<file path="src/rtl/tmss_map.svh">
// constants for the mode-select and start-up block: bus offsets, reset values, counts
// assumes inclusion by rtl/tmss_top.sv and the dv sources, before their modules
`ifndef TMSS_MAP_SVH
`define TMSS_MAP_SVH

// -----------------------------------------------------------------
// register byte offsets
// -----------------------------------------------------------------
`define TMSS_A_CTRL      8'h00
`define TMSS_A_FDRIVE    8'h04
`define TMSS_A_DUTY      8'h08
`define TMSS_A_DUTYMAX   8'h0c
`define TMSS_A_STATUS    8'h10
`define TMSS_A_NOTIFY    8'h14

// -----------------------------------------------------------------
// control and notify bits
// -----------------------------------------------------------------
`define TMSS_CTRL_START  0
`define TMSS_CTRL_STOP   1
`define TMSS_NOT_PKT     0
`define TMSS_NOT_ABN     1

// -----------------------------------------------------------------
// reset values and timing
// -----------------------------------------------------------------
`define TMSS_PLL_MHZ     128
`define TMSS_REF_MHZ     8
`define TMSS_TICK_INC    12'h010
`define TMSS_FDRV_DEF    11'h400
`define TMSS_DUTYMAX_DEF 10'h1c0
`define TMSS_SA_SHIFT    6
`define TMSS_SETUP_CYC   4'h8
`define TMSS_OSC_DIV     4'hb
`define TMSS_TXT_DEF     32'd100000000
`define TMSS_SADDR_LO    7'h2a
`define TMSS_SADDR_HI    7'h2b

`endif

</file>
<file path="src/rtl/tmss_pkg.sv">
// types for the mode-select and start-up block
// assumes nothing beyond a SystemVerilog compiler
package tmss_pkg;

	// -----------------------------------------------------------------
	// top-level states and drive sub-modes
	// -----------------------------------------------------------------
	typedef enum logic {
		TMSS_ST_SETUP,
		TMSS_ST_DRIVE
	} tmss_state_t;

	typedef enum logic [2:0] {
		TMSS_M_STANDALONE,
		TMSS_M_APC_EEPROM,
		TMSS_M_APC_MCU,
		TMSS_M_MCU,
		TMSS_M_INVALID
	} tmss_mode_t;

endpackage : tmss_pkg

</file>
<file path="src/rtl/tmss_top.sv">
// mode selection, start-up sequencing and bridge pulse timing of the transmitter
// assumes CORE_CLK at 100 MHz, pins asynchronous to it, packet logic on CORE_CLK
`timescale 1ns/1ps
`default_nettype none
`include "tmss_map.svh"

// Behaviour
// - only setup and power-drive top states
// - setup applies settings from strap levels
// - both straps low, width strap high: standalone
// - role and auto straps high: eeprom power control
// - auto mode regulates duty from packets
// - role low, auto high: mcu writes settings
// - all straps low: mcu-controlled mode
// - standby low holds block in reset
// - notify output on packet or abnormal
// - period 1024 of 128 MHz gives 125 kHz
// - topology strap chooses gate drive behaviour
// - clock strap picks oscillator or reference input
// - address strap sets serial target address
// - role strap sets serial controller or target
// - calibration enabled only with strap high
// - topology low full bridge, high half
// - timer stops drive after fixed period
module tmss_top import tmss_pkg::*; #(
	parameter int unsigned TX_TIMER_CYCLES = `TMSS_TXT_DEF
) (
	input  wire logic        CORE_CLK,
	input  wire logic        RSTN,
	input  wire logic        STANDBY_RESET_IN,
	input  wire logic        REF_CLOCK_IN,
	input  wire logic        BUS_ROLE_STRAP,
	input  wire logic        AUTO_POWER_STRAP,
	input  wire logic        PULSE_WIDTH_STRAP_A,
	input  wire logic        PULSE_WIDTH_STRAP_B,
	input  wire logic        PULSE_WIDTH_STRAP_C,
	input  wire logic        BRIDGE_TOPOLOGY_STRAP,
	input  wire logic        CLOCK_SOURCE_STRAP,
	input  wire logic        ADDRESS_STRAP,
	input  wire logic        CALIBRATION_STRAP,
	input  wire logic        FAULT_IN,
	input  wire logic        PKT_VALID,
	input  wire logic [7:0]  PKT_POWER_ERR,
	input  wire logic [7:0]  REG_ADDR,
	input  wire logic [31:0] REG_WDATA,
	input  wire logic        REG_WR,
	input  wire logic        REG_RD,
	output logic      [31:0] REG_RDATA,
	output logic             GATE1_HIGH,
	output logic             GATE1_LOW,
	output logic             GATE2_HIGH,
	output logic             GATE2_LOW,
	output logic             HOST_NOTIFY,
	output logic      [6:0]  SERIAL_TARGET_ADDR,
	output logic             SERIAL_IS_CONTROLLER,
	output logic             CAL_ENABLE,
	output logic             REF_FROM_PIN,
	output logic             DRIVE_ACTIVE
);

	// -----------------------------------------------------------------
	// pin synchronisers
	// -----------------------------------------------------------------
	localparam int NPIN = 12;
	localparam int P_STANDBY_RESET_IN = 11;
	localparam int P_REF = 10;
	localparam int P_FLT = 9;

	logic [NPIN-1:0] pin_raw;
	logic [NPIN-1:0] pin_s1_r;
	logic [NPIN-1:0] pin_s2_r;
	logic [NPIN-1:0] pin_s3_r;
	logic [NPIN-1:0] pin_r;

	assign pin_raw = {STANDBY_RESET_IN, REF_CLOCK_IN, FAULT_IN, CALIBRATION_STRAP,
		ADDRESS_STRAP, CLOCK_SOURCE_STRAP, BRIDGE_TOPOLOGY_STRAP, PULSE_WIDTH_STRAP_C,
		PULSE_WIDTH_STRAP_B, PULSE_WIDTH_STRAP_A, AUTO_POWER_STRAP, BUS_ROLE_STRAP};

	// stage one feeds stage two only; a level counts once stages two and three agree
	genvar gi;
	generate
		for (gi = 0; gi < NPIN; gi++) begin : g_sync
			always_ff @(posedge CORE_CLK or negedge RSTN) begin
				if (!RSTN) begin
					pin_s1_r[gi] <= 1'b0;
					pin_s2_r[gi] <= 1'b0;
					pin_s3_r[gi] <= 1'b0;
					pin_r[gi]    <= 1'b0;
				end else begin
					pin_s1_r[gi] <= pin_raw[gi];
					pin_s2_r[gi] <= pin_s1_r[gi];
					pin_s3_r[gi] <= pin_s2_r[gi];
					if (pin_s2_r[gi] == pin_s3_r[gi]) begin
						pin_r[gi] <= pin_s3_r[gi];
					end
				end
			end
		end
	endgenerate

	logic active;
	assign active = pin_r[P_STANDBY_RESET_IN];

	// -----------------------------------------------------------------
	// state, strap capture and mode decode
	// -----------------------------------------------------------------
	tmss_state_t state_r;
	tmss_mode_t  mode_r;
	tmss_mode_t  mode_nxt;
	logic [3:0]  settle_r;
	logic [8:0]  strap_r;
	logic        run_r;
	logic        stopped_r;
	logic        timeout;

	// straps as seen by the synchronisers: {cal, addr, clk, topo, pw c..a, auto, role}
	logic [8:0] strap_now;
	assign strap_now = pin_r[8:0];

	always_comb begin
		mode_nxt = TMSS_M_INVALID;
		if (strap_now[4:2] != 3'h0) begin
			if (strap_now[1:0] == 2'h0) begin
				mode_nxt = TMSS_M_STANDALONE;
			end
		end else begin
			case (strap_now[1:0])
				2'h3: mode_nxt = TMSS_M_APC_EEPROM;
				2'h2: mode_nxt = TMSS_M_APC_MCU;
				2'h0: mode_nxt = TMSS_M_MCU;
				default: mode_nxt = TMSS_M_INVALID;
			endcase
		end
	end

	// setup waits for the synchronisers to fill, then latches straps once
	always_ff @(posedge CORE_CLK or negedge RSTN) begin
		if (!RSTN) begin
			state_r  <= TMSS_ST_SETUP;
			settle_r <= 4'h0;
		end else if (!active) begin
			state_r  <= TMSS_ST_SETUP;
			settle_r <= 4'h0;
		end else begin
			case (state_r)
				TMSS_ST_SETUP: begin
					if (settle_r == `TMSS_SETUP_CYC) begin
						state_r <= TMSS_ST_DRIVE;
					end else begin
						settle_r <= settle_r + 4'h1;
					end
				end
				TMSS_ST_DRIVE: state_r <= TMSS_ST_DRIVE;
				default: state_r <= TMSS_ST_SETUP;
			endcase
		end
	end

	always_ff @(posedge CORE_CLK or negedge RSTN) begin
		if (!RSTN) begin
			strap_r <= 9'h000;
			mode_r  <= TMSS_M_INVALID;
		end else if (state_r == TMSS_ST_SETUP && settle_r == `TMSS_SETUP_CYC) begin
			strap_r <= strap_now;
			mode_r  <= mode_nxt;
		end
	end

	logic apc_mode;
	assign apc_mode = (mode_r == TMSS_M_APC_EEPROM) || (mode_r == TMSS_M_APC_MCU);

	assign SERIAL_IS_CONTROLLER = strap_r[0];
	assign SERIAL_TARGET_ADDR   = strap_r[7] ? `TMSS_SADDR_HI : `TMSS_SADDR_LO;
	assign CAL_ENABLE           = strap_r[8];
	assign REF_FROM_PIN         = !strap_r[6];

	// -----------------------------------------------------------------
	// settings registers
	// -----------------------------------------------------------------
	logic [10:0] fdrive_r;
	logic [9:0]  duty_r;
	logic [9:0]  dutymax_r;
	logic        wr_ok;
	logic        entry;

	// standalone ignores settings writes; other modes take them in the drive state only
	assign wr_ok = REG_WR && state_r == TMSS_ST_DRIVE && mode_r != TMSS_M_STANDALONE;
	assign entry = state_r == TMSS_ST_SETUP && settle_r == `TMSS_SETUP_CYC;

	logic signed [11:0] duty_adj;
	assign duty_adj = $signed({2'b00, duty_r}) + 12'(signed'(PKT_POWER_ERR));

	always_ff @(posedge CORE_CLK or negedge RSTN) begin
		if (!RSTN) begin
			fdrive_r  <= `TMSS_FDRV_DEF;
			duty_r    <= 10'h000;
			dutymax_r <= `TMSS_DUTYMAX_DEF;
		end else if (!active) begin
			fdrive_r  <= `TMSS_FDRV_DEF;
			duty_r    <= 10'h000;
			dutymax_r <= `TMSS_DUTYMAX_DEF;
		end else if (entry) begin
			fdrive_r <= `TMSS_FDRV_DEF;
			if (mode_nxt == TMSS_M_STANDALONE) begin
				duty_r <= 10'({strap_now[4:2], 6'h00}) ;
			end
		end else if (wr_ok) begin
			case (REG_ADDR)
				`TMSS_A_FDRIVE:  fdrive_r  <= REG_WDATA[10:0];
				`TMSS_A_DUTY:    duty_r    <= REG_WDATA[9:0];
				`TMSS_A_DUTYMAX: dutymax_r <= REG_WDATA[9:0];
				default: ;
			endcase
		end else if (apc_mode && PKT_VALID) begin
			// closed loop: packet error steers duty, clamped to 0..duty max
			if (duty_adj < 0) begin
				duty_r <= 10'h000;
			end else if (duty_adj > $signed({2'b00, dutymax_r})) begin
				duty_r <= dutymax_r;
			end else begin
				duty_r <= duty_adj[9:0];
			end
		end
	end

	// -----------------------------------------------------------------
	// run control and transmitter timer
	// -----------------------------------------------------------------
	logic [31:0] txt_r;
	logic        start_cmd;
	logic        stop_cmd;

	assign start_cmd = wr_ok && REG_ADDR == `TMSS_A_CTRL && REG_WDATA[`TMSS_CTRL_START];
	assign stop_cmd  = wr_ok && REG_ADDR == `TMSS_A_CTRL && REG_WDATA[`TMSS_CTRL_STOP];
	assign timeout   = state_r == TMSS_ST_DRIVE && txt_r >= TX_TIMER_CYCLES;

	always_ff @(posedge CORE_CLK or negedge RSTN) begin
		if (!RSTN) begin
			txt_r <= 32'h0;
		end else if (!active || state_r != TMSS_ST_DRIVE) begin
			txt_r <= 32'h0;
		end else if (!timeout) begin
			txt_r <= txt_r + 32'h1;
		end
	end

	// faults and timer expiry latch off until standby or reset
	always_ff @(posedge CORE_CLK or negedge RSTN) begin
		if (!RSTN) begin
			stopped_r <= 1'b0;
		end else if (!active) begin
			stopped_r <= 1'b0;
		end else if (timeout || (state_r == TMSS_ST_DRIVE && pin_r[P_FLT])) begin
			stopped_r <= 1'b1;
		end
	end

	always_ff @(posedge CORE_CLK or negedge RSTN) begin
		if (!RSTN) begin
			run_r <= 1'b0;
		end else if (!active || stopped_r || timeout) begin
			run_r <= 1'b0;
		end else if (entry) begin
			run_r <= mode_nxt != TMSS_M_MCU && mode_nxt != TMSS_M_INVALID;
		end else if (mode_r == TMSS_M_MCU) begin
			if (stop_cmd) begin
				run_r <= 1'b0;
			end else if (start_cmd) begin
				run_r <= 1'b1;
			end
		end
	end

	assign DRIVE_ACTIVE = run_r;

	// -----------------------------------------------------------------
	// time base: 8 MHz edges stand for 16 ticks of the 128 MHz pll
	// -----------------------------------------------------------------
	logic       ref_d_r;
	logic [3:0] osc_r;
	logic       tick;

	always_ff @(posedge CORE_CLK or negedge RSTN) begin
		if (!RSTN) begin
			ref_d_r <= 1'b0;
			osc_r   <= 4'h0;
		end else begin
			ref_d_r <= pin_r[P_REF];
			osc_r   <= (osc_r == `TMSS_OSC_DIV) ? 4'h0 : osc_r + 4'h1;
		end
	end

	// on-chip oscillator is approximated from the core clock, about 8.3 MHz
	assign tick = strap_r[6] ? (osc_r == 4'h0) : (pin_r[P_REF] && !ref_d_r);

	logic [10:0] ph_r;
	logic [11:0] ph_sum;
	assign ph_sum = {1'b0, ph_r} + `TMSS_TICK_INC;

	always_ff @(posedge CORE_CLK or negedge RSTN) begin
		if (!RSTN) begin
			ph_r <= 11'h000;
		end else if (!run_r) begin
			ph_r <= 11'h000;
		end else if (tick) begin
			if (ph_sum >= {1'b0, fdrive_r}) begin
				ph_r <= 11'(ph_sum - {1'b0, fdrive_r});
			end else begin
				ph_r <= ph_sum[10:0];
			end
		end
	end

	// -----------------------------------------------------------------
	// gate drive: high sides active low, low sides active high
	// -----------------------------------------------------------------
	logic [10:0] half;
	logic        first;
	logic [10:0] ph_in;
	logic        pulse;

	assign half  = {1'b0, fdrive_r[10:1]};
	assign first = ph_r < half;
	assign ph_in = first ? ph_r : 11'(ph_r - half);
	assign pulse = run_r && ph_in < {1'b0, duty_r};

	always_ff @(posedge CORE_CLK or negedge RSTN) begin
		if (!RSTN) begin
			GATE1_HIGH <= 1'b1;
			GATE1_LOW  <= 1'b0;
			GATE2_HIGH <= 1'b1;
			GATE2_LOW  <= 1'b0;
		end else if (strap_r[5]) begin
			GATE1_HIGH <= !(pulse && first);
			GATE1_LOW  <= pulse && !first;
			GATE2_HIGH <= 1'b1;
			GATE2_LOW  <= 1'b0;
		end else begin
			GATE1_HIGH <= !(pulse && first);
			GATE1_LOW  <= pulse && !first;
			GATE2_HIGH <= !(pulse && !first);
			GATE2_LOW  <= pulse && first;
		end
	end

	// -----------------------------------------------------------------
	// notification: set wins over a write-one clear
	// -----------------------------------------------------------------
	logic [1:0] notify_r;
	logic [1:0] notify_set;
	logic [1:0] notify_clr;

	assign notify_set = {timeout || (state_r == TMSS_ST_DRIVE && pin_r[P_FLT]),
		PKT_VALID && state_r == TMSS_ST_DRIVE};
	assign notify_clr = (REG_WR && REG_ADDR == `TMSS_A_NOTIFY) ? REG_WDATA[1:0] : 2'h0;

	always_ff @(posedge CORE_CLK or negedge RSTN) begin
		if (!RSTN) begin
			notify_r <= 2'h0;
		end else if (!active) begin
			notify_r <= 2'h0;
		end else begin
			notify_r <= (notify_r & ~notify_clr) | notify_set;
		end
	end

	assign HOST_NOTIFY = |notify_r;

	// -----------------------------------------------------------------
	// read port: data in the cycle after the strobe, zero otherwise
	// -----------------------------------------------------------------
	always_ff @(posedge CORE_CLK or negedge RSTN) begin
		if (!RSTN) begin
			REG_RDATA <= 32'h0;
		end else if (REG_RD) begin
			case (REG_ADDR)
				`TMSS_A_CTRL:    REG_RDATA <= {31'h0, run_r};
				`TMSS_A_FDRIVE:  REG_RDATA <= {21'h0, fdrive_r};
				`TMSS_A_DUTY:    REG_RDATA <= {22'h0, duty_r};
				`TMSS_A_DUTYMAX: REG_RDATA <= {22'h0, dutymax_r};
				`TMSS_A_STATUS:  REG_RDATA <= {16'h0, strap_r, mode_r, stopped_r,
					run_r, 1'b0, state_r == TMSS_ST_DRIVE};
				`TMSS_A_NOTIFY:  REG_RDATA <= {30'h0, notify_r};
				default:         REG_RDATA <= 32'h0;
			endcase
		end else begin
			REG_RDATA <= 32'h0;
		end
	end

endmodule : tmss_top
`default_nettype wire

</file>
<file path="config.mk">
export PLATFORM = sky130hd
export DESIGN_NAME = tmss_top
export DESIGN_NICKNAME = d
export VERILOG_FILES = /design/src/rtl/tmss_pkg.sv /design/src/rtl/tmss_top.sv
export VERILOG_INCLUDE_DIRS = /design/src /design/src/rtl
export SDC_FILE = /design/constraint.sdc
export NUM_CORES = 1
export LEC_CHECK = 0
export BUFFER_PORTS_ARGS = -buffer_cell sky130_fd_sc_hd__buf_2
export CAP_MARGIN = 25
export CORE_AREA = 8 8 154 113
export CTS_BUF_LIST = sky130_fd_sc_hd__clkbuf_16
export DETAILED_ROUTE_END_ITERATION = 7
export DIE_AREA = 0 0 162 121
export GPL_ROUTABILITY_DRIVEN = 0
export PLACE_DENSITY = 0.91
export REMOVE_ABC_BUFFERS = 1
export SLEW_MARGIN = 5
export SYNTH_ARGS = -nofsm -noshare
export SYNTH_HDL_FRONTEND = slang
export SYNTH_SLANG_ARGS = --single-unit
</file>
<file path="constraint.sdc">
create_clock -name CORE_CLK -period 13.1 [get_ports CORE_CLK]
set_input_delay 1.965 -clock CORE_CLK [delete_from_list [all_inputs] [get_ports CORE_CLK]]
set_output_delay 1.965 -clock CORE_CLK [all_outputs]
set_load 0.005 [all_outputs]
</file>
==> impl_results.md, run 1 <==
- Setup crit end kind: register
- Final cell count without fillers: 1281
- Min Clock Period, post-route: 5.26 ns
- Yosys top cell area share: 42.9%
- Ports: 113
- Setup Fix Bufs, Post-CTS: 0
- Vias in the first global route: 7711
- Via density: 6.15
- Endpoint arrival time on the critical path: 5.63 ns
- Max Slew Vio Count: 0
- Synth-to-layout area growth: 11.2%
- Seq/Total Area, Yosys: 44.9%
- Cell Area, Synth: 0.00939 mm2
- Sequential power share: 49.5%
- RSZ-0062 raised after global routing: false
- Power share of the combinational group: 6.7%
- Total number of vias: 7873
- DP HPWL: 17.0 mm
- Power per standard cell area: 107 mW/mm2
- Post-synth EDFFs: 0
- Max cap viols: 0
- DR pass1 iterations: 6
- Clock Skew: 0.00988 ns
- Internal: 829 uW
- Resized Gates After CTS: 0
- Min-delay worst type: reg -> reg
- Leakage: 4.75 nW
- Worst vdd ir: 0.125 mV
- Largest net degree at the start of global routing: 83
- Routed len/inst: 18.8 um
- Top_reg_cell synth: dfrtp_1
- Total CTS buffers: 17
- Share of cells above drive strength 1: 11.9%
- Aggregate global routing overflow: 0
- Mean post-synth cell area: 9.36 um2
- Filler cells: 1064
- Worst-Skew Late Latency: 0.43 ns
- CTS Hold Buffers Added: 0
- Die height: 121 um
- Max H-tree Level: 4
- Hold slack: 0.340 ns
- Setup CP Type: reg -> reg
- Synth warnings: 0
- CTS tree: done
- Clock power frac: 43.7%
- TNS Setup: 0 ns
- Initial antenna violation count: 1
- Most frequent cells in the layout: dfrtp_1, nand2_1, nor2_1, buf_2, inv_1
- Most common cell after layout, fill and taps aside: dfrtp_1
- Cells after DPL: 1248
- Core area: 0.0150 mm2
- Final setup violation count: 0
- Initial core utilization: 62.5%
- DR iter-0 viols: 1003
- Total GRT Usage: 25.0%
- Critical path fanouts, max: 10
- Row count: 38
- Number of synthesized register bits: 168
- CTS Buffer Depth: 2
- # nets final: 1195
- Net Sw Power: 284 uW
- Worst slew pin tran: 0.976 ns
- Post-synthesis cell count: 1003
- Final wirelength: 24.1 mm
- Final core utilization: 69.5%
- First-pass GRT wire length: 39.0 mm
- Post-synth cell types: 70
- Area of the die: 0.0196 mm2
- Post-route clock period utilization: 40.2%
- Clk root buf: clkbuf_16
- DRC Markers: 0
- Crit-path max cell delay: 0.51 ns
- CTS sink cnt: 168
- Final hold violations: 0
- Sw Ratio: 25.5%
- Worst-path clk slew: 0.07 ns
- Area leader, netlist: dfrtp_1
- Number of I/O port buffers: 69
- Max_slew headroom: 34.7%
- Die Wd: 162 um
- Slowest-stage cell, CP: nor4_2
- CP Launch Type: register
- Worst Path Required: 13.47 ns
- Largest delay share family, worst path: compound AO/OA/AOI/OAI gates
- Antenna-violating nets left: 0
- Achievable clock frequency: 190 MHz
- Status: completed
- CP Cell Sequence: inv_1 > ha_1 > nor2b_1 > o21ai_0 > a21oi_1 > o21ai_0 > a211oi_1 > nor4_2 > buf_4 > nand2_1 > o31ai_1 > ha_1 > a21o_1 > a21o_1 > a21o_1 > a2111oi_0 > o21ai_0 > a311oi_1 > nand4_1 > nor2_1
- Buf/Inv on CP: 2
- Top cells by area, synth: dfrtp_1, ha_1, nand2_1, nor2_1, o21ai_0
- Async SR Flop Fraction: 100%
kinds of logic after synthesis:
group / synth area share [%]
DFF: 44.9
muxes: 3.00
other: 0.0800
xor gates and xnor gates: 4.76
and+or+nand+nor: 18.3
adders and majority gates: 9.91
buffers and inverters: 5.52
AOI/OAI and AO/OA: 13.6
layout make-up:
cell class	instances	area [um2]	share of cell area, %
Sequential cell	168	4210	40.4
Timing Repair Buffer	76	428	4.10
Antenna cell	1	2.50	0.0240
Inverter	63	236	2.27
Tap cell	200	250	2.40
Clock buffer	17	425	4.07
Multi-Input combinational cell	741	4740	45.4
Clock inverter	15	145	1.39
power by group through the flow:
| stage | Sequential [mW] | Combinational [mW] | Clock (mW) |
|---|---|---|---|
| detailed placement | 0.559 | 0.0726 | 0 |
| finish | 0.551 | 0.0751 | 0.487 |
| CTS | 0.550 | 0.0741 | 0.491 |
| global placement | 0.558 | 0.0683 | 0 |
| floorplan | 0.555 | 0.0374 | 0 |
| global route | 0.553 | 0.0837 | 0.511 |
routing by layer:
metal | GRT usage [%] | up-vias | wire [um]
met5 | 0 | - | 13
met4 | 10.4 | 2 | 584
li1 | - | 3609 | -
met2 | 37.0 | 440 | 10500
met1 | 34.6 | 3765 | 10400
met3 | 6.00 | 57 | 2600
cell usage after synthesis (all sizes together) (7+ instances only):
library cell / count
dfrtp: 161
nand2: 123
nor2: 99
inv: 61
ha: 60
o21ai: 60
a21oi: 50
xnor2: 33
buf: 27
mux2i: 27
nand3: 27
and3: 25
nor3: 25
clkbuf: 24
a22oi: 18
xor2: 18
maj3: 12
a31oi: 10
nand4: 10
o211ai: 10
dfstp: 7
nand2b: 7
nor2b: 7
nor4: 7
registers in the layout (all words and copies together), names as in the netlist, 2 cells and up:
| name | cells |
|---|---|
| REG_RDATA | 16 |
| duty_r | 10 |
| dutymax_r | 10 |
| fdrive_r | 11 |
| mode_r | 3 |
| notify_r | 2 |
| osc_r | 4 |
| ph_r | 11 |
| pin_r | 11 |
| pin_s1_r | 12 |
| pin_s2_r | 12 |
| pin_s3_r | 12 |
| settle_r | 4 |
| strap_r | 9 |
| txt_r | 32 |
final timing paths:
kind                         startpoint           end  slack, ns  cells past startpoint
setup / recovery            fdrive_r[2]     GATE2_LOW       7.84                     20
hold / removal             pin_s1_r[11]  pin_s2_r[11]       0.34                      0
setup reg to reg            fdrive_r[2]     GATE2_LOW       7.84                     20
hold reg to reg            pin_s1_r[11]  pin_s2_r[11]       0.34                      0
max in group asynchronous          RSTN  dutymax_r[7]      10.36                      3
min in group asynchronous          RSTN   pin_s1_r[1]       1.55                      1
stage by stage:
| step | power [mW] | instance area, um2 | setup WS, ns |
|---|---|---|---|
| floorplan | 0.592 | 9180 | 7.80 |
| global placement | 0.626 | 9820 | 7.82 |
| detailed placement | 0.632 | 9870 | 7.63 |
| CTS | 1.12 | 10400 | 7.91 |
| global route | 1.15 | 10400 | 7.34 |
| finish | 1.11 | 10400 | 7.84 |
Power figures use the tool's default switching activity.
==> run 2, diff against run 1 <==
--- a/config.mk
+++ b/config.mk
@@ -6,14 +6,15 @@
 export SDC_FILE = /design/constraint.sdc
 export NUM_CORES = 1
 export LEC_CHECK = 0
+export ABC_AREA = 1
 export BUFFER_PORTS_ARGS = -buffer_cell sky130_fd_sc_hd__buf_2
 export CAP_MARGIN = 25
-export CORE_AREA = 8 8 154 113
+export CORE_AREA = 8 8 170 124
 export CTS_BUF_LIST = sky130_fd_sc_hd__clkbuf_16
 export DETAILED_ROUTE_END_ITERATION = 7
-export DIE_AREA = 0 0 162 121
+export DIE_AREA = 0 0 178 132
 export GPL_ROUTABILITY_DRIVEN = 0
-export PLACE_DENSITY = 0.91
+export PLACE_DENSITY = 0.83
 export REMOVE_ABC_BUFFERS = 1
 export SLEW_MARGIN = 5
 export SYNTH_ARGS = -nofsm -noshare
==> constraint.sdc (replaced) <==
create_clock -name CORE_CLK -period 4.4 [get_ports CORE_CLK]
set_input_delay 0.66 -clock CORE_CLK [delete_from_list [all_inputs] [get_ports CORE_CLK]]
set_output_delay 0.66 -clock CORE_CLK [all_outputs]
set_load 0.005 [all_outputs]
==> run 2 against run 1 <==
Non-clock buffer count stayed put. Area after synthesis up 4.1%. Clock power rose to 3.2 times the previous value. Critical path depth did not move. Global-route usage down 3.2 points. Routed wire length grew 4.2%. Flip-flop and latch count did not move. Total power rose to 3.7 times the previous value. Count of clock-buffer cells in the layout did not move.
==> impl_results.md, run 2 <==
- Status: completed (unchanged)
- Post-synth EDFFs: 0 (unchanged)
- CP most frequent cell: nand2_1
- Post-synth top cells: nand2_1, inv_1, dfrtp_1, nor2_1, nand3_1 (was dfrtp_1, nand2_1, nor2_1, inv_1, ha_1)
- Max cap viols: 0 (unchanged)
- Share of cells above drive strength 1: 10.9% (was 11.9%)
- Clk root buf: clkbuf_16 (unchanged)
- Slowest-stage cell, CP: dfrtp_1 (was nor4_2)
- Max FFs per register: 32 (unchanged)
- Worst vdd ir: 0.235 mV (was 0.125 mV)
- Area of the die: 0.0235 mm2 (was 0.0196 mm2)
- CTS Hold Buffers Added: 0 (unchanged)
- Post-synthesis cell count: 1193 (was 1003)
- Total GRT Usage: 21.7% (was 25.0%)
- DR iter-0 viols: 995 (was 1003)
- Worst Path Required: 4.77 ns (was 13.47 ns)
- CP Launch Type: register (unchanged)
- Cell Area, Synth: 0.00978 mm2 (was 0.00939 mm2)
- Internal: 2.73 mW (was 829 uW)
- Worst-path clk slew: 0.08 ns (was 0.07 ns)
- Row count: 42 (was 38)
- Crit-path max cell delay: 0.43 ns (was 0.51 ns)
- Routed len/inst: 16.5 um (was 18.8 um)
- Initial core utilization: 53.0% (was 62.5%)
- TNS Setup: 0 ns (unchanged)
- Number of I/O port buffers: 69 (unchanged)
- Hold slack: 0.222 ns (was 0.340 ns)
- DRC Markers: 0 (unchanged)
- DP HPWL: 19.1 mm (was 17.0 mm)
- Most frequent cells in the layout: nand2_1, inv_1, dfrtp_1, nor2_1, nand3_1 (was dfrtp_1, nand2_1, nor2_1, buf_2, inv_1)
- Mean post-synth cell area: 8.20 um2 (was 9.36 um2)
- # nets final: 1390 (was 1195)
- Yosys top cell area share: 41.2% (was 42.9%)
- Critical path fanouts, max: 11 (was 10)
- Vias in the first global route: 8230 (was 7711)
- Sequential power share: 41.2% (was 49.5%)
- Via density: 5.70 (was 6.15)
- RSZ-0062 raised after global routing: false (unchanged)
- CP Cell Sequence: ha_1 > inv_1 > fa_1 > inv_1 > a31oi_1 > o21ai_0 > a31o_2 > xor2_1 > inv_1 > ha_1 > nand2_1 > o211ai_1 > inv_1 > nand2_1 > nand2_2 > nand2_1 > nand3_1 > nand2_1 > nand2_1 > nand2_1 (was inv_1 > ha_1 > nor2b_1 > o21ai_0 > a21oi_1 > o21ai_0 > a211oi_1 > nor4_2 > buf_4 > nand2_1 > o31ai_1 > ha_1 > a21o_1 > a21o_1 > a21o_1 > a2111oi_0 > o21ai_0 > a311oi_1 > nand4_1 > nor2_1)
- Min Clock Period, post-route: 3.81 ns (was 5.26 ns)
- Net Sw Power: 1.43 mW (was 284 uW)
- Power share of the combinational group: 21.5% (was 6.7%)
- Final setup violation count: 0 (unchanged)
- Filler cells: 1532 (was 1064)
- Synth-to-layout area growth: 11.6% (was 11.2%)
- Synth warnings: 0 (unchanged)
- Area leader, netlist: dfrtp_1 (unchanged)
- Endpoint arrival time on the critical path: 4.17 ns (was 5.63 ns)
- DR pass1 iterations: 8 (was 6)
- CTS sink cnt: 168 (unchanged)
- Setup Fix Bufs, Post-CTS: 0 (unchanged)
- Number of synthesized register bits: 168 (unchanged)
- Final wirelength: 25.1 mm (was 24.1 mm)
- Clock Skew: 0.0135 ns (was 0.00988 ns)
- Resized Gates After CTS: 0 (unchanged)
- Min-delay worst type: in -> async (was reg -> reg)
- Most frequent cell after synthesis: nand2_1 (was dfrtp_1)
- Aggregate global routing overflow: 0 (unchanged)
- Achievable clock frequency: 263 MHz (was 190 MHz)
- Largest net degree at the start of global routing: 80 (was 83)
- Regs by FF count: txt_r x32, REG_RDATA x16 (unchanged)
- Max_slew headroom: 43.0% (was 34.7%)
- Post-synth cell types: 55 (was 70)
- CTS Buffer Depth: 2 (unchanged)
- Top_reg_cell synth: dfrtp_1 (unchanged)
- Clock power frac: 37.3% (was 43.7%)
- Total CTS buffers: 17 (unchanged)
- Setup crit end kind: register (unchanged)
- Post-route clock period utilization: 86.5% (was 40.2%)
- Most flops, register: txt_r (unchanged)
- Setup CP Type: reg -> reg (unchanged)
- Worst-Skew Late Latency: 0.44 ns (was 0.43 ns)
- Final hold violations: 0 (unchanged)
- Antenna-violating nets left: 0 (unchanged)
- First-pass GRT wire length: 41.6 mm (was 39.0 mm)
- Initial antenna violation count: 2 (was 1)
- Power per standard cell area: 381 mW/mm2 (was 107 mW/mm2)
- Buf/Inv on CP: 4 (was 2)
- Die height: 132 um (was 121 um)
- Sw Ratio: 34.3% (was 25.5%)
- Core area: 0.0184 mm2 (was 0.0150 mm2)
- Leakage: 5.30 nW (was 4.75 nW)
- CTS tree: done (unchanged)
- Seq/Total Area, Yosys: 43.1% (was 44.9%)
- Die Wd: 178 um (was 162 um)
- Largest delay share family, worst path: simple AND/OR/NAND/NOR gates (was compound AO/OA/AOI/OAI gates)
- Worst slew pin tran: 0.854 ns (was 0.976 ns)
- Most common cell after layout, fill and taps aside: nand2_1 (was dfrtp_1)
- Total number of vias: 8655 (was 7873)
- Max H-tree Level: 4 (unchanged)
- Ports: 113 (unchanged)
- Async SR Flop Fraction: 100% (unchanged)
- Max Slew Vio Count: 0 (unchanged)
- Top cells by area, synth: dfrtp_1, nand2_1, ha_1, inv_1, nand3_1 (was dfrtp_1, ha_1, nand2_1, nor2_1, o21ai_0)
[run 2: cell count changes after synthesis, sizes merged, moves of 14 or more]
cell,before,now
a22oi,18,0
and3,25,0
inv,61,165
mux2i,27,0
nand2,123,265
nand3,27,77
nand4,10,27
o22ai,1,15
xnor2,33,9
[run 2: per-stage QoR]
step	utilization [%]	cell area, um2	setup slack [ns]	power [mW]	cells
after floorplan	-	9570	1.06	2.33	1167
after global placement	55.7	10300	0.537	2.57	1484
after detailed placement	55.7	10300	0.432	2.60	1484
after CTS	59.1	10900	0.722	4.16	1516
after global routing	59.2	10900	0.321	4.37	1518
final	59.2	10900	0.594	4.16	1518
[run 2: cells by family after synthesis]
family	share of synthesized area, %
compound gates	11.7
xor+xnor	3.58
fa+ha+maj	9.52
buf+inv	9.34
flops	43.1
other cells	0.0768
simple gates	22.7
[run 2: routing by layer]
| metal | global-route usage, % | up-vias | wire, um |
|---|---|---|---|
| li1 | - | 4080 | - |
| met1 | 31.6 | 4015 | 11100 |
| met2 | 31.3 | 508 | 10600 |
| met3 | 5.92 | 50 | 2920 |
| met4 | 5.40 | 2 | 415 |
| met5 | 0 | - | 13 |
[run 2: area by class of cell]
type	count	area (um2)	area share (%)
multi-input combinational	832	4730	43.3
timing repair buffer	76	404	3.70
inverter	167	629	5.77
tap	242	303	2.77
antenna	1	2.50	0.0229
clock inverter	15	211	1.94
clock buffer	17	425	3.90
sequential	168	4210	38.6
[run 2: power by group through the flow]
stage | Clock, mW | Combinational [mW] | Sequential [mW]
after floorplan | 0 | 0.613 | 1.71
after global placement | 0 | 0.833 | 1.74
after detailed placement | 0 | 0.863 | 1.74
after CTS | 1.57 | 0.875 | 1.71
after global routing | 1.64 | 1.01 | 1.72
final | 1.55 | 0.895 | 1.71
[run 2: worst paths after layout]
| path | startpoint | to | slack (ns) | cells past startpoint |
|---|---|---|---|---|
| worst max register to register | duty_r[0] | duty_r[9] | 0.59 | 20 |
| worst max-delay path | duty_r[0] | duty_r[9] | 0.59 | 20 |
| max in group asynchronous | RSTN | GATE2_HIGH | 3.22 | 2 |
| worst min-delay path | RSTN | txt_r[14] | 0.22 | 1 |
| worst min register to register | pin_s1_r[11] | pin_s2_r[11] | 0.35 | 0 |
| min in group CORE_CLK | REF_CLOCK_IN | pin_s1_r[10] | 0.32 | 1 |
==> run 3, diff against run 2 <==
--- a/config.mk
+++ b/config.mk
@@ -9,12 +9,12 @@
 export ABC_AREA = 1
 export BUFFER_PORTS_ARGS = -buffer_cell sky130_fd_sc_hd__buf_2
 export CAP_MARGIN = 25
-export CORE_AREA = 8 8 170 124
+export CORE_AREA = 8 8 177 129
 export CTS_BUF_LIST = sky130_fd_sc_hd__clkbuf_16
 export DETAILED_ROUTE_END_ITERATION = 7
-export DIE_AREA = 0 0 178 132
+export DIE_AREA = 0 0 185 137
 export GPL_ROUTABILITY_DRIVEN = 0
-export PLACE_DENSITY = 0.83
+export PLACE_DENSITY = 0.78
 export REMOVE_ABC_BUFFERS = 1
 export SLEW_MARGIN = 5
 export SYNTH_ARGS = -nofsm -noshare
==> run 3 against run 2 <==
Register-to-register slack got worse by 0.05 ns. Highest routed layer unchanged. Clock skew increased by 0.0026 ns. Combinational power increased by 0.4%. Total power increased by 0.45%. Non-clock buffer count unchanged. Final cell count increased by 2.2%. Design area increased by 0.39%. Worst hold slack improved by 0.045 ns. Setup slack got worse by 0.046 ns. Fmax decreased by 1.2%. Largest power group unchanged. Die area increased by 7.9%.
==> impl_results.md, run 3 (same netlist as run 2, synthesis figures left out) <==
- Via density: 5.53 (was 5.70)
- Setup CP Type: reg -> reg (unchanged)
- Regs by FF count: txt_r x32, REG_RDATA x16 (unchanged)
- CTS Buffer Depth: 2 (unchanged)
- Synth-to-layout area growth: 12.1% (was 11.6%)
- Slowest-stage cell, CP: dfrtp_1 (unchanged)
- Final setup violation count: 0 (unchanged)
- Min Clock Period, post-route: 3.85 ns (was 3.81 ns)
- Max H-tree Level: 4 (unchanged)
- Most frequent cells in the layout: nand2_1, inv_1, dfrtp_1, nor2_1, nand3_1 (unchanged)
- Setup crit end kind: register (unchanged)
- Worst Path Required: 4.78 ns (was 4.77 ns)
- Buf/Inv on CP: 4 (unchanged)
- Total GRT Usage: 20.5% (was 21.7%)
- DRC Markers: 0 (unchanged)
- Critical path fanouts, max: 11 (unchanged)
- Total number of vias: 8575 (was 8655)
- Die Wd: 185 um (was 178 um)
- Worst slew pin tran: 0.942 ns (was 0.854 ns)
- CTS Hold Buffers Added: 0 (unchanged)
- First-pass GRT wire length: 41.2 mm (was 41.6 mm)
- Cells after DPL: 1518 (was 1484)
- DR iter-0 viols: 1014 (was 995)
- Power per standard cell area: 381 mW/mm2 (about the same)
- RSZ-0062 raised after global routing: false (unchanged)
- Resized Gates After CTS: 0 (unchanged)
- CTS tree: done (unchanged)
- Leakage: 5.30 nW (about the same)
- # nets final: 1390 (unchanged)
- Total CTS buffers: 17 (unchanged)
- Final cell count without fillers: 1551 (was 1518)
- DR pass1 iterations: 5 (was 8)
- Ports: 113 (unchanged)
- Worst flop-to-flop path startpoint: duty_r[0] (unchanged)
- Crit-path max cell delay: 0.44 ns (was 0.43 ns)
- Die height: 137 um (was 132 um)
- Largest delay share family, worst path: simple AND/OR/NAND/NOR gates (unchanged)
- Initial antenna violation count: 2 (unchanged)
- CP Cell Sequence: ha_1 > inv_1 > fa_1 > inv_1 > a31oi_1 > o21ai_0 > a31o_2 > xor2_1 > inv_1 > ha_1 > nand2_1 > o211ai_1 > inv_1 > nand2_1 > nand2_2 > nand2_1 > nand3_1 > nand2_1 > nand2_1 > nand2_1 (unchanged)
- Max FFs per register: 32 (unchanged)
- Most common cell after layout, fill and taps aside: nand2_1 (unchanged)
- Row count: 44 (was 42)
- Dpl ws: 0.353 ns (was 0.432 ns)
- Area of the die: 0.0253 mm2 (was 0.0235 mm2)
- DP HPWL: 19.5 mm (was 19.1 mm)
- Reg2reg end: duty_r[9] (unchanged)
- Worst-Skew Late Latency: 0.44 ns (about the same)
- CP Launch Type: register (unchanged)
- CTS sink cnt: 168 (unchanged)
- Share of cells above drive strength 1: 10.9% (unchanged)
- Worst vdd ir: 0.280 mV (was 0.235 mV)
- CP most frequent cell: nand2_1 (unchanged)
- Core area: 0.0201 mm2 (was 0.0184 mm2)
- Setup ws final: 0.549 ns (was 0.594 ns)
- Aggregate global routing overflow: 0 (unchanged)
- Max Slew Vio Count: 0 (unchanged)
- Achievable clock frequency: 260 MHz (was 263 MHz)
- Worst Reg2Reg Path Length in Cells: 20 (unchanged)
- Max cap viols: 0 (unchanged)
- Max_slew headroom: 36.7% (was 43.0%)
- Endpoint arrival time on the critical path: 4.23 ns (was 4.17 ns)
- Final hold violations: 0 (unchanged)
- Clock Skew: 0.0161 ns (was 0.0135 ns)
- Initial core utilization: 48.5% (was 53.0%)
- TNS Setup: 0 ns (unchanged)
- Worst-path clk slew: 0.08 ns (about the same)
- Post-route clock period utilization: 87.5% (was 86.5%)
- ANT cells: 0 (was 1)
- Most flops, register: txt_r (unchanged)
- Status: completed (unchanged)
- Clk root buf: clkbuf_16 (unchanged)
- Routed len/inst: 16.4 um (was 16.5 um)
- Register-to-register setup slack: 0.55 ns (was 0.59 ns)
- Largest net degree at the start of global routing: 92 (was 80)
- Vias in the first global route: 8020 (was 8230)
- Antenna-violating nets left: 0 (unchanged)
- Min-delay worst type: in -> async (unchanged)
- Final wirelength: 25.5 mm (was 25.1 mm)
- Setup Fix Bufs, Post-CTS: 0 (unchanged)
- Number of I/O port buffers: 69 (unchanged)
run 3: changes by cell type in the layout (fill, tap and decap cells not counted):
cell	change
inv_6	+1
inv_8	-2
diode_2	-1
inv_12	+1
run 3: routing by layer:
layer,part of all wire [%],global-route usage (%),vias to the layer above
met5,0.086,0,-
met4,2.0,5.98,4
met3,11,6.63,50
met2,41,29.1,438
met1,46,29.3,4001
li1,-,-,4082
run 3: area by class of cell:
class / count / area [um2]
clock buffers: 17 / 425
well taps: 276 / 345
inverters: 167 / 629
fillers: 1876 / 9190
repair buffers: 76 / 404
clock inverters: 15 / 214
multi-input cells: 832 / 4730
flip-flops and latches: 168 / 4210
run 3: worst max path at each step:
stage / start / to / slack, ns / depth (start not counted)
floorplan: PKT_POWER_ERR[0] / duty_r[6] / 1.06 / 19
global placement: PKT_POWER_ERR[0] / duty_r[0] / 0.50 / 21
detailed placement: PKT_POWER_ERR[0] / duty_r[9] / 0.35 / 21
CTS: duty_r[0] / duty_r[9] / 0.68 / 20
global route: duty_r[0] / duty_r[9] / 0.24 / 20
finish: duty_r[0] / duty_r[9] / 0.55 / 20
run 3: where the power goes:
group          leakage, nW  internal (mW)  switching [mW]
registers             2.19           1.64          0.0767
clock network        0.305          0.791           0.778
logic                 2.80          0.306           0.593
run 3: per-stage QoR:
step / util (%) / hold WS [ns] / area (um2) / power [mW]
after CTS: 54.4 / 0.311 / 11000 / 4.17
after detailed placement: 51.2 / 0.335 / 10300 / 2.60
after global routing: 54.4 / 0.299 / 11000 / 4.40
final: 54.4 / 0.267 / 11000 / 4.18
after global placement: 51.2 / 0.332 / 10300 / 2.57
after floorplan: - / 0.331 / 9570 / 2.33
run 3: worst reg2reg max path, delay by kind of cell, from the launching register on:
| family | cells | cell delay, ns |
|---|---|---|
| XOR/XNOR | 1 | 0.23 |
| flip-flops | 1 | 0.44 |
| buffers and inverters | 4 | 0.28 |
| AO/OA/AOI/OAI | 4 | 0.89 |
| adder cells (fa/ha/maj) | 3 | 0.91 |
| AND/OR/NAND/NOR | 8 | 1.03 |
